[src/hdl/cpu_module_pkg.sv]
/*
  constants for the cpu module clock and bus control logic: counter
  preset and phase decode points, status word bit positions.
  assumes one 25 mhz clock stands in for the oscillator input.
*/
package cpu_module_pkg;

  // ----------------------------------------------------------------
  // clock generator
  // ----------------------------------------------------------------
  localparam int osc_mhz = 20;
  localparam int clk_mhz = 25;
  localparam int counter_width = 4;
  localparam logic [3:0] counter_preset = 4'h6;
  localparam logic [3:0] counter_last = 4'hf;
  localparam logic [3:0] phase_one_first = 4'h6;
  localparam logic [3:0] phase_one_last = 4'h7;
  localparam logic [3:0] phase_two_first = 4'h9;
  localparam logic [3:0] phase_two_last = 4'hd;
  localparam logic [3:0] adv_phase_one_count = 4'hf;

  // ----------------------------------------------------------------
  // status word bit positions
  // ----------------------------------------------------------------
  localparam int status_width = 8;
  localparam int st_int_ack = 0;
  localparam int st_write_out_n = 1;
  localparam int st_stack = 2;
  localparam int st_halt_ack = 3;
  localparam int st_output = 4;
  localparam int st_fetch = 5;
  localparam int st_input = 6;
  localparam int st_mem_read = 7;

  localparam logic [7:0] status_reset = 8'h00;
  localparam logic [7:0] data_reset = 8'h00;

endpackage : cpu_module_pkg

[src/hdl/phase_clock_gen.sv]
/*
  phase clock generator: presettable 4-bit counter, phase decode,
  advanced first phase and status strobe.
  assumes clk is the oscillator and cpu_sync is synchronous to it.
*/
`timescale 1ns/1ps
`default_nettype none

module phase_clock_gen (
  // clock and reset
  input wire logic clk,
  input wire logic rst,
  // processor cycle start
  input wire logic cpu_sync,
  // generated timing
  output logic phase_one,
  output logic phase_two,
  output logic advanced_phase_one,
  output logic status_strobe
);

  typedef struct packed {
    logic [3:0] count;
    logic phase_one;
    logic phase_two;
    logic adv;
    logic strobe;
  } gen_state_type;

  gen_state_type state;
  gen_state_type next_state;

  // ----------------------------------------------------------------
  // counter and decode
  // ----------------------------------------------------------------
  always_comb
  begin
    next_state = state;
    if (state.count == cpu_module_pkg::counter_last)
      next_state.count = cpu_module_pkg::counter_preset;
    else
      next_state.count = state.count + 4'h1;
    // phase windows are disjoint, so they never overlap
    next_state.phase_one =
      (next_state.count >= cpu_module_pkg::phase_one_first) &&
      (next_state.count <= cpu_module_pkg::phase_one_last);
    next_state.phase_two =
      (next_state.count >= cpu_module_pkg::phase_two_first) &&
      (next_state.count <= cpu_module_pkg::phase_two_last);
    next_state.adv =
      (next_state.count == cpu_module_pkg::adv_phase_one_count);
    next_state.strobe = next_state.adv && cpu_sync;
  end

  always_ff @(posedge clk)
  begin
    if (rst)
      state <= '{count: cpu_module_pkg::counter_preset, default: 1'b0};
    else
      state <= next_state;
  end

  assign phase_one = state.phase_one;
  assign phase_two = state.phase_two;
  assign advanced_phase_one = state.adv;
  assign status_strobe = state.strobe;

endmodule : phase_clock_gen

`default_nettype wire

[src/hdl/status_latch.sv]
/*
  8-bit status latch loaded by the status strobe.
  assumes data is still valid in the cycle the strobe is high.
*/
`timescale 1ns/1ps
`default_nettype none

module status_latch (
  // clock and reset
  input wire logic clk,
  input wire logic rst,
  // load
  input wire logic load,
  input wire logic [7:0] data,
  // latched word
  output logic [7:0] status
);

  typedef struct packed {
    logic [7:0] word;
  } latch_state_type;

  latch_state_type state;
  latch_state_type next_state;

  always_comb
  begin
    next_state = state;
    if (load)
      next_state.word = data;
  end

  always_ff @(posedge clk)
  begin
    if (rst)
      state <= '{word: cpu_module_pkg::status_reset};
    else
      state <= next_state;
  end

  assign status = state.word;

endmodule : status_latch

`default_nettype wire

[src/hdl/cpu_bus_control.sv]
/*
  cpu module clock and bus control: clock phases, status capture,
  data bus buffer direction and release, control bus commands.
  assumes all inputs are synchronous to clk; bidirectional pins are
  split into in, out and output enable, resolved outside.

*/
`timescale 1ns/1ps
`default_nettype none

module cpu_bus_control (
  // clock and reset
  input wire logic clk,
  input wire logic rst,
  // processor control
  input wire logic cpu_sync,
  input wire logic cpu_data_in_strobe,
  input wire logic cpu_write_n,
  // processor data pins
  input wire logic [7:0] cpu_data_in,
  output logic [7:0] cpu_data_out,
  output logic cpu_data_oe,
  // system data bus
  input wire logic [7:0] sys_data_in,
  output logic [7:0] sys_data_out,
  output logic sys_data_oe,
  // dma release, low hands the bus over
  input wire logic bus_release_n,
  // external requests
  input wire logic hold_request,
  input wire logic ready_request,
  output logic hold_sync,
  output logic ready_sync,
  // clock outputs
  output logic phase_one,
  output logic phase_two,
  output logic advanced_phase_one,
  output logic status_strobe,
  // buffer direction, high means toward processor
  output logic buffer_direction_ctl,
  // control bus
  output logic mem_read_cmd,
  output logic mem_write_cmd,
  output logic io_read_cmd,
  output logic io_write_cmd,
  output logic interrupt_ack_cmd,
  // auxiliary status
  output logic fetch_status,
  output logic stack_status,
  output logic halt_status,
  output logic write_out_n_status,
  output logic [7:0] status_word
);

  // ----------------------------------------------------------------
  // submodules
  // ----------------------------------------------------------------
  logic [7:0] latched_status;

  phase_clock_gen clock_gen (
    .clk(clk),
    .rst(rst),
    .cpu_sync(cpu_sync),
    .phase_one(phase_one),
    .phase_two(phase_two),
    .advanced_phase_one(advanced_phase_one),
    .status_strobe(status_strobe)
  );

  // fed from processor-side pins so capture works while released
  status_latch latch (
    .clk(clk),
    .rst(rst),
    .load(status_strobe),
    .data(cpu_data_in),
    .status(latched_status)
  );

  // ----------------------------------------------------------------
  // decode helpers
  // ----------------------------------------------------------------
  function automatic logic st_bit(input logic [7:0] word, input int pos);
    st_bit = word[pos];
  endfunction : st_bit

  // ----------------------------------------------------------------
  // state
  // ----------------------------------------------------------------
  typedef struct packed {
    logic hold_sync;
    logic ready_sync;
    logic [7:0] cpu_data_out;
    logic cpu_data_oe;
    logic [7:0] sys_data_out;
    logic sys_data_oe;
    logic direction;
    logic mem_read;
    logic mem_write;
    logic io_read;
    logic io_write;
    logic int_ack;
    logic fetch;
    logic stack;
    logic halt;
    logic write_out_n;
  } ctl_state_type;

  ctl_state_type state;
  ctl_state_type next_state;

  logic write_active;
  assign write_active = ~cpu_write_n;

  always_comb
  begin
    next_state = state;

    // --------------------------------------------------------------
    // request synchronizers
    // --------------------------------------------------------------
    if (advanced_phase_one)
    begin
      next_state.hold_sync = hold_request;
      next_state.ready_sync = ready_request;
    end

    // --------------------------------------------------------------
    // data bus buffer
    // --------------------------------------------------------------
    next_state.direction = cpu_data_in_strobe;
    next_state.cpu_data_out = sys_data_in;
    next_state.sys_data_out = cpu_data_in;
    if (!bus_release_n)
    begin
      next_state.cpu_data_oe = 1'b0;
      next_state.sys_data_oe = 1'b0;
    end
    else if (cpu_data_in_strobe)
    begin
      next_state.cpu_data_oe = 1'b1;
      next_state.sys_data_oe = 1'b0;
    end
    else
    begin
      next_state.cpu_data_oe = 1'b0;
      next_state.sys_data_oe = 1'b1;
    end

    // --------------------------------------------------------------
    // control bus commands
    // --------------------------------------------------------------
    next_state.mem_read = cpu_data_in_strobe &&
      st_bit(latched_status, cpu_module_pkg::st_mem_read);
    next_state.io_read = cpu_data_in_strobe &&
      st_bit(latched_status, cpu_module_pkg::st_input);
    next_state.mem_write = write_active &&
      !st_bit(latched_status, cpu_module_pkg::st_output);
    next_state.io_write = write_active &&
      st_bit(latched_status, cpu_module_pkg::st_output);
    next_state.int_ack = cpu_data_in_strobe &&
      st_bit(latched_status, cpu_module_pkg::st_int_ack);

    // --------------------------------------------------------------
    // auxiliary status
    // --------------------------------------------------------------
    next_state.fetch = st_bit(latched_status, cpu_module_pkg::st_fetch);
    next_state.stack = st_bit(latched_status, cpu_module_pkg::st_stack);
    next_state.halt = st_bit(latched_status, cpu_module_pkg::st_halt_ack);
    next_state.write_out_n =
      st_bit(latched_status, cpu_module_pkg::st_write_out_n);
  end

  always_ff @(posedge clk)
  begin
    if (rst)
    begin
      state <= '{cpu_data_out: cpu_module_pkg::data_reset,
                 sys_data_out: cpu_module_pkg::data_reset,
                 write_out_n: 1'b1,
                 default: 1'b0};
    end
    else
    begin
      state <= next_state;
    end
  end

  // ----------------------------------------------------------------
  // outputs
  // ----------------------------------------------------------------
  assign hold_sync = state.hold_sync;
  assign ready_sync = state.ready_sync;
  assign cpu_data_out = state.cpu_data_out;
  assign cpu_data_oe = state.cpu_data_oe;
  assign sys_data_out = state.sys_data_out;
  assign sys_data_oe = state.sys_data_oe;
  assign buffer_direction_ctl = state.direction;
  assign mem_read_cmd = state.mem_read;
  assign mem_write_cmd = state.mem_write;
  assign io_read_cmd = state.io_read;
  assign io_write_cmd = state.io_write;
  assign interrupt_ack_cmd = state.int_ack;
  assign fetch_status = state.fetch;
  assign stack_status = state.stack;
  assign halt_status = state.halt;
  assign write_out_n_status = state.write_out_n;
  assign status_word = latched_status;

endmodule : cpu_bus_control

`default_nettype wire

[config.mk]
export PLATFORM = sky130hd
export DESIGN_NAME = cpu_bus_control
export DESIGN_NICKNAME = d
export VERILOG_FILES = /design/src/hdl/cpu_module_pkg.sv /design/src/hdl/phase_clock_gen.sv /design/src/hdl/status_latch.sv /design/src/hdl/cpu_bus_control.sv
export SDC_FILE = /design/constraint.sdc
export NUM_CORES = 1
export LEC_CHECK = 0
export ABC_AREA = 1
export BUFFER_PORTS_ARGS = -buffer_cell sky130_fd_sc_hd__buf_2
export CAP_MARGIN = 30
export CORE_MARGIN = 5
export CORE_UTILIZATION = 41
export CTS_CLUSTER_DIAMETER = 150
export DETAILED_ROUTE_END_ITERATION = 16
export PLACE_DENSITY = 0.71
export REMOVE_ABC_BUFFERS = 1
export SETUP_SLACK_MARGIN = 0.4
export SYNTH_ARGS = -nofsm -noshare
export SYNTH_HDL_FRONTEND = slang
export SYNTH_SLANG_ARGS = --single-unit
[constraint.sdc]
create_clock -name clk -period 1.5 [get_ports clk]
set_clock_uncertainty 0.05 [all_clocks]
set_input_delay 0.075 -clock clk [delete_from_list [all_inputs] [get_ports clk]]
set_output_delay 0.075 -clock clk [all_outputs]
set_load 0.005 [all_outputs]
* Yosys cells after proc, flatten, opt, wreduce, memory -nomap -nowiden
Cells that the tools add are included.
** Cells by class
- Bitwise gates (word level) :: 2
- Reduce and logical (&&, ||, !) cells :: 10
- Equal/unequal tests :: 2
- Add/subtract/negate cells :: 1
- Magnitude comparators :: 4
- Multiplexer cells :: 3
** Operator list (number)
- $eq A4 B4 Y1 const B :: 2
- $logic_and A1 B1 Y1 :: 8
- $add A4 B1 Y4 const B :: 1
- $ge A4 B3 Y1 const B :: 1
- $ge A4 B4 Y1 const B :: 1
- $le A4 B3 Y1 const B :: 1
- $le A4 B4 Y1 const B :: 1
- $mux W4 :: 1
- $mux W1 :: 2
- $not A1 Y1 :: 2
- $reduce_or A2 Y1 :: 1
- $logic_not A1 Y1 :: 1
** Storage, ports and cells
- Flip-flop bits (word level) :: 46
- Word-level logic and storage cells :: 44
- Output and inout bits :: 42
- Bits of input ports :: 24

* Depth between registers and ports, before layout
Gate-level depths: netlist (run 1).
- Word-level depth :: 4
- Depth in mapped cells :: 8

* Hierarchy
From an unflattened synthesis (run 1), not the netlist that was laid out.
** Second synthesis, totals
- Cell total of the unflattened synthesis :: 193
- Area, all modules :: 1585.3 um2
** Modules (own cells, without submodules)
- cpu_bus_control :: cells each 96, area an instance 882.1 um2, instances 1
- phase_clock_gen :: cells each 46, area an instance 361.6 um2, instances 1
- status_latch :: cells each 51, area an instance 341.6 um2, instances 1

* Worst setup path after synthesis (run 1)
No wires, ideal clock.
- Path kind :: register -> register
- Start point :: register clock_gen.state[4] in the netlist's numbering
- End point :: register clock_gen.state (netlist bit clock_gen.phase_two)
- Setup time :: 0.112 ns
- Stages on the path, launching flop included :: 9
- Path buffers :: 0
- Clock period less this slack :: 1.210 ns
- Slack :: 0.290 ns
- Arrival time :: 1.048 ns
- Cells stage by stage :: dfxtp_1 -> inv_1 -> ha_1 -> inv_1 -> nand3_1 -> nor2_1 -> nand2_1 -> nand2_1 -> nor2_1
** On the way
- Cells in the longest elaborated chain, start to end :: 4
- Elaborated cells between the ends (all ways) :: 6
** Ends and longest elaborated chain
- start, declared :: line phase_clock_gen.sv:30 : gen_state_type state;
- start signal, assigned :: line phase_clock_gen.sv:60 : state <= next_state;
- $add A4 B1 Y4 / $eq A4 B4 Y1 (equally long branches) :: line phase_clock_gen.sv:42, phase_clock_gen.sv:39
- $mux W4 * :: line phase_clock_gen.sv:39 : if (state.count == cpu_module_pkg::counter_last)
- $ge A4 B4 Y1 / $le A4 B4 Y1 (equally long branches) :: line phase_clock_gen.sv:48, phase_clock_gen.sv:49
- $logic_and A1 B1 Y1 * :: line phase_clock_gen.sv:48 : (next_state.count >= cpu_module_pkg::phase_two_first) &&
Every way passes the cells marked *; elsewhere a longest branch is shown, timed or not.
A chain may end at the register's enable or synchronous reset.

* Final worst setup path (run 1)
- Start point :: register clock_gen.state[5] in the netlist's numbering
- End point :: register clock_gen.state (netlist bit clock_gen.status_strobe)
** On the way
- Cells in the longest elaborated chain, start to end :: 4
- Elaborated cells between the ends (all ways) :: 5
** Ends and longest elaborated chain
- $add A4 B1 Y4 / $eq A4 B4 Y1 (equally long branches) :: line phase_clock_gen.sv:42, phase_clock_gen.sv:39
- $mux W4 * :: line phase_clock_gen.sv:39
- $eq A4 B4 Y1 * :: line phase_clock_gen.sv:51 : (next_state.count == cpu_module_pkg::adv_phase_one_count);
- $logic_and A1 B1 Y1 * :: line phase_clock_gen.sv:52 : next_state.strobe = next_state.adv && cpu_sync;
Marks and branches as above.

==> results of run 1 <==
## cells in the mapped netlist (2+ instances only)
cell type	count
sky130_fd_sc_hd__a21oi_1	8
sky130_fd_sc_hd__buf_2	4
sky130_fd_sc_hd__inv_1	34
sky130_fd_sc_hd__nor2_1	30
sky130_fd_sc_hd__nor3_1	3
sky130_fd_sc_hd__nand3_1	5
sky130_fd_sc_hd__o21ai_1	9
sky130_fd_sc_hd__nand2_1	17
sky130_fd_sc_hd__nand2_2	2
sky130_fd_sc_hd__dfxtp_1	46
sky130_fd_sc_hd__ha_1	3
sky130_fd_sc_hd__inv_2	2
sky130_fd_sc_hd__buf_4	5
sky130_fd_sc_hd__nor2_2	2
## worst paths after layout
kind / slack, ps / cells past startpoint / startpoint / endpoint
worst max register to register: 330 / 8 / clock_gen.state[5]$_SDFF_PP1_ / clock_gen.status_strobe$_SDFF_PP0_
worst min register to register: 400 / 2 / latch.status[6]$_SDFFE_PP0P_ / io_read_cmd$_SDFF_PP0_
worst min-delay path: 40 / 3 / rst / write_out_n_status$_SDFF_PP1_
worst max-delay path: 330 / 8 / clock_gen.state[5]$_SDFF_PP1_ / clock_gen.status_strobe$_SDFF_PP0_
## registers in the layout, summed over array words and instances (netlist names), 4 cells and up
signal / count
clock_gen.state: 4
cpu_data_out: 8
latch.status: 8
sys_data_out: 8
## worst max-delay path, stage by stage, from the launching register on
cell	delay, ps
sky130_fd_sc_hd__dfxtp_4	370
sky130_fd_sc_hd__ha_4	180
sky130_fd_sc_hd__inv_2	50
sky130_fd_sc_hd__nand2_2	40
sky130_fd_sc_hd__nand2_2	80
sky130_fd_sc_hd__nand2_2	80
sky130_fd_sc_hd__nor2_2	100
sky130_fd_sc_hd__nand2_2	60
sky130_fd_sc_hd__nor2_2	100
## cell families after synthesis
logic type / count (synthesis)
fa+ha+maj: 3
buf+inv: 46
compound gates: 19
simple gates: 60
flops: 46
## timing repair
action,4_1_cts,5_1_grt
setup endpoints to repair,7,5
hold buffers,22,0
gates resized for setup,11,8
endpoints found under the hold margin,30,0
setup buffers,2,1
pin swaps,2,7
## metrics by stage
| step | utilization (%) | instance area, µm² | worst slack [ps] |
|---|---|---|---|
| after global routing | 61.9 | 2230 | 245 |
| after global placement | 51.0 | 1840 | 243 |
| after CTS | 61.0 | 2200 | 345 |
| after detailed placement | 51.0 | 1840 | 214 |
| after floorplan | - | 1450 | 290 |
| final | 61.9 | 2230 | 334 |
## final cells by class
| class | count | area share [%] |
|---|---|---|
| flip-flops and latches | 46 | 41.7 |
| repair buffers | 91 | 25.8 |
| multi-input cells | 82 | 19.3 |
| inverters | 37 | 6.45 |
| clock buffers | 5 | 3.08 |
| well taps | 48 | 2.69 |
| clock inverters | 3 | 0.953 |
## per-layer routing
| metal | vias to the layer above | wire [µm] |
|---|---|---|
| met2 | 47 | 1850 |
| li1 | 690 | - |
| met1 | 564 | 1540 |
| met4 | 0 | 36 |
| met3 | 5 | 311 |
| met5 | - | 0 |
## power by group
group	internal (mW)	switching (mW)
registers	1.29	0.0444
clock network	0.327	0.405
logic	0.177	0.171
==> results_dict.tcl, run 1 <==
set metrics [dict create \
    outcome "finished clean" \
    adder_cell_area_share_of_the_yosys_netlist_pct 2.49 \
    area_delta_synth_final_pct 48.2 \
    finalHoldViolations 0 \
    vias_in_the_first_global_route 1318 \
    max-slew-margin-rel_pct 83.9 \
    grt_met3_use_pct 5.54 \
    crit_type "reg -> reg" \
    drive_gt1_share_pct 37.9 \
    synth.top_cells.by_area "sky130_fd_sc_hd__dfxtp_1 61%, sky130_fd_sc_hd__inv_1 8.5%, sky130_fd_sc_hd__nor2_1 7.5%, sky130_fd_sc_hd__nand2_1 4.2%, sky130_fd_sc_hd__o21ai_1 3.0%" \
    tritoncts_num_sinks 46 \
    max-clock-path-buffers 2 \
    ys_seq_area_share_pct 61.2 \
    end_kind "register" \
    total_power_mw 2.42 \
    synth_area_um2 1510 \
    fp-row-count 22 \
    finalHoldWorstSlack_ps 41.6 \
    post-route-drc-count 0 \
    worst-path-max-fanout 4 \
    synth_area_leader_cell "sky130_fd_sc_hd__dfxtp_1" \
    cp.arrival_ps 1350 \
    setup_viol 0 \
    max_cap_viol_count 0 \
    antenna_found_initial 0 \
    most_common_cell_after_layout_fill_and_taps_aside "sky130_fd_sc_hd__buf_2" \
    globalRouteOverflowTotal 0 \
    htree_levels 2 \
    largest_family_of_logic_cells_by_synthesized_area "simple AND/OR/NAND/NOR gates" \
    tns_ps 0 \
    fillCellCount 305 \
    dieArea_um2 4980 \
    viasPerCell 4.19 \
    antenna-diode-count 0 \
    core_um2 3610 \
    globalplace.congestion 0.719 \
    initial_utilization_pct 41.7 \
    tritoncts "done" \
    worst_ir_drop_vdd_v 0.000470 \
    detail_route.wirelength_um 3740 \
    nets 290 \
    gr-usage-met2_pct 27.7 \
    synthMuxAreaShare_pct 0 \
    wl_per_cell_um 12.0 \
    synth-compound-area-share_pct 6.57 \
    synth_simple_gate_area_share_pct 16.5 \
    io_pins 66 \
    detailedRoute.firstPassIterationCount 4 \
    register_area_um2 931 \
    cellLeakagePower_nw 1.19 \
    syn_inst 174 \
    drtAntennaViolNets 0 \
    vias 1306 \
    die_width_um 70.6 \
    postSynth.topFlopCell "sky130_fd_sc_hd__dfxtp_1" \
    critPathLaunchType "register" \
    place_hpwl_um 2260 \
    worst-slew-pin-transition_ps 241 \
    report.final.slew_viol_count 0 \
    finalCritPeriodShare_pct 77.7 \
    mostFrequentLayoutCells "65 x sky130_fd_sc_hd__buf_2, 42 x sky130_fd_sc_hd__dfxtp_1, 30 x sky130_fd_sc_hd__inv_1, 30 x sky130_fd_sc_hd__nor2_1, 22 x sky130_fd_sc_hd__dlygate4sd3_1" \
    finalCriticalPeriod_ps 1170 \
    number_of_enable_flip_flop_cells_after_synthesis 0 \
    grt_usage_pct 15.2 \
    ys_async_sr_fraction_pct 0 \
    placement.io_buffers 65 \
    worstSkewPairLatency_ps 290 \
    placed_cells_incl_taps 279 \
    numCtsBuffers 5 \
    grt_use_met1_pct 16.0 \
    grt_most_used_layer "met2" \
    synth_xor_area_share_pct 0 \
    grt_pass1_wl_um 6000 \
    post_layout_nonfiller_instances 312 \
    floorplan.die.height_um 70.6 \
    worstHoldPathType "in -> reg" \
    fmaxAchievable_ghz 0.857 \
    postSynthRegisterBits 46 \
    netlist-cell-type-count 18 \
    clock-root-buffer "sky130_fd_sc_hd__clkbuf_8" \
    critPathRequiredTime_ps 1680 \
    yosysTopAreaCellShare_pct 61.2 \
    multi_input_comb_area_um2 430 \
    grt_setup_unrepaired "true" \
    detail_route.iter0.violations 89 \
    power_density_nw_per_um2 1080 \
    clkTransAtPathRegs_ps 80 \
    synth_area_per_cell_um2 8.65 \
    grt_start_max_net_pins 25 \
    synth_warnings 0 \
]
Note: power is estimated with default switching activity, not from simulation.
==> run 2, diff against run 1 <==
==> constraint.sdc (replaced) <==
create_clock -name clk -period 1.2 [get_ports clk]
set_clock_uncertainty 0.05 [all_clocks]
set_input_delay 0.06 -clock clk [delete_from_list [all_inputs] [get_ports clk]]
set_output_delay 0.06 -clock clk [all_outputs]
set_load 0.005 [all_outputs]
==> run 2 against run 1 <==
Compared with the run above:
- the flow now finishes with violations (negative setup slack)
- sequential cell count did not move
- hold slack improved by 0.69 ps
- fmax fell by 4.4%
- die area did not move
==> results_dict.tcl, run 2 (synthesis gave the netlist of run 1 again) <==
set metrics [dict create \
    worstHoldPathType "in -> reg" \
    fp-row-count 22 \
    initial_utilization_pct 41.7 \
    tritoncts "done" \
    tns_ps -19.3 \
    antenna-diode-count 0 \
    cellLeakagePower_nw 1.28 \
    gr-usage-met2_pct 28.8 \
    crit_type "reg -> reg" \
    critPathLaunchType "register" \
    launch_point_of_the_worst_hold_path "rst" \
    grt_most_used_layer "met2" \
    finalHoldViolations 0 \
    post-route-drc-count 0 \
    worstSkewPairLatency_ps 290 \
    detail_route.wirelength_um 4320 \
    detailedRoute.firstPassIterationCount 4 \
    drtAntennaViolNets 0 \
    core_um2 3610 \
    violations "negative setup slack" \
    cp.arrival_ps 1360 \
    fmaxAchievable_ghz 0.820 \
    tritoncts_num_sinks 46 \
    floorplan.die.height_um 70.6 \
    final_area_um2 2500 \
    globalRouteOverflowTotal 0 \
    grt_pass1_wl_um 6540 \
    grt_start_max_net_pins 25 \
    worst-slew-pin-transition_ps 251 \
    grt_setup_unrepaired "true" \
    dp_slack_ps -74.5 \
    drive_gt1_share_pct 51.1 \
    placement.io_buffers 65 \
    grt_met3_use_pct 5.82 \
    htree_levels 2 \
    worst_ir_drop_vdd_v 0.000650 \
    max_cap_viol_count 0 \
    max-clock-path-buffers 2 \
    finalCritPeriodShare_pct 102 \
    power_density_nw_per_um2 1340 \
    grt_usage_pct 16.5 \
    place_hpwl_um 2220 \
    fin_ws_ps -19.3 \
    wl_per_cell_um 13.3 \
    vias 1422 \
    finalHoldWorstSlack_ps 42.3 \
    numCtsBuffers 5 \
    placed_inst_area_um2 1860 \
    finalCriticalPeriod_ps 1220 \
    antenna_found_initial 0 \
    clock-root-buffer "sky130_fd_sc_hd__clkbuf_8" \
    io_pins 66 \
    max-slew-margin-rel_pct 83.3 \
    worstReg2RegStart "clock_gen.state[4]$_SDFF_PP0_" \
    nets 302 \
    crit_start "clock_gen.state[4]$_SDFF_PP0_" \
    post-route-util_pct 69.2 \
    most_common_cell_after_layout_fill_and_taps_aside "sky130_fd_sc_hd__buf_2" \
    clkTransAtPathRegs_ps 90 \
    mostFrequentLayoutCells "51 x sky130_fd_sc_hd__buf_2, 28 x sky130_fd_sc_hd__nor2_1, 27 x sky130_fd_sc_hd__inv_1" \
    die_width_um 70.6 \
    detail_route.iter0.violations 109 \
    outcome "finished, violations left" \
    globalplace.congestion 0.713 \
    setup_viol 1 \
    report.final.slew_viol_count 0 \
    critPathRequiredTime_ps 1340 \
    area_delta_synth_final_pct 65.8 \
    worst-path-max-fanout 3 \
    dieArea_um2 4980 \
    viasPerCell 4.39 \
    end_kind "register" \
    grt_use_met1_pct 19.3 \
    vias_in_the_first_global_route 1366 \
]
## run 2: changes by cell type in the layout (fill, tap and decap cells not counted), moves of 2 or more
cell,previous run,this run
sky130_fd_sc_hd__dfxtp_2,2,26
sky130_fd_sc_hd__dfxtp_1,42,18
sky130_fd_sc_hd__nor2_1,30,28
sky130_fd_sc_hd__buf_4,4,10
sky130_fd_sc_hd__buf_6,0,20
sky130_fd_sc_hd__inv_1,30,27
sky130_fd_sc_hd__buf_2,65,51
sky130_fd_sc_hd__inv_2,5,7
sky130_fd_sc_hd__nor2_2,2,4
## run 2: layer usage
| metal | share of wire, % | vias up |
|---|---|---|
| met5 | 0 | - |
| met4 | 0.76 | 0 |
| met3 | 7.9 | 4 |
| met2 | 51 | 55 |
| met1 | 40 | 652 |
| li1 | - | 711 |
## run 2: per-stage QoR
step / power, mW / cells
3_5_place_dp: 2.02 / 281
6_report: 3.35 / 324
3_3_place_gp: 2.01 / 281
5_1_grt: 3.51 / 324
2_1_floorplan: 1.86 / 165
4_1_cts: 3.27 / 321
## run 2: worst paths after layout
check | endpoint | slack [ps] | cells after the start
worst max-delay path | clock_gen.phase_two$_SDFF_PP0_ | -20 | 8
worst min-delay path | write_out_n_status$_SDFF_PP1_ | 40 | 3
worst max register to register | clock_gen.phase_two$_SDFF_PP0_ | -20 | 8
worst min register to register | write_out_n_status$_SDFF_PP1_ | 380 | 2
## run 2: worst max-delay path: stages (launching register included)
cell,delay [ps]
sky130_fd_sc_hd__dfxtp_4,370
sky130_fd_sc_hd__inv_2,50
sky130_fd_sc_hd__ha_4,240
sky130_fd_sc_hd__inv_4,60
sky130_fd_sc_hd__nand3_2,80
sky130_fd_sc_hd__nor2_1,110
sky130_fd_sc_hd__nand2_1,60
sky130_fd_sc_hd__nand2_1,50
sky130_fd_sc_hd__nor2_1,40
## run 2: timing repair
| action | in CTS | in global routing |
|---|---|---|
| hold buffers | 22 | 0 |
| endpoints found under the setup margin | 57 | 60 |
| setup buffers | 10 | 3 |
| resized for setup | 33 | 39 |
| pin swaps | 8 | 9 |
| hold endpoints to repair | 32 | 0 |
## run 2: layout make-up
class | count | area (µm²)
timing repair buffer | 103 | 776
clock buffer | 6 | 72.6
sequential | 46 | 961
tap | 48 | 60.1
inverter | 37 | 151
fill | 252 | 1110
clock inverter | 2 | 37.5
multi-input combinational | 82 | 438
## run 2: power breakdown
group | internal (mW) | switching (mW)
clock | 0.622 | 0.506
sequential | 1.62 | 0.0540
combinational | 0.297 | 0.254
total | 2.54 | 0.814
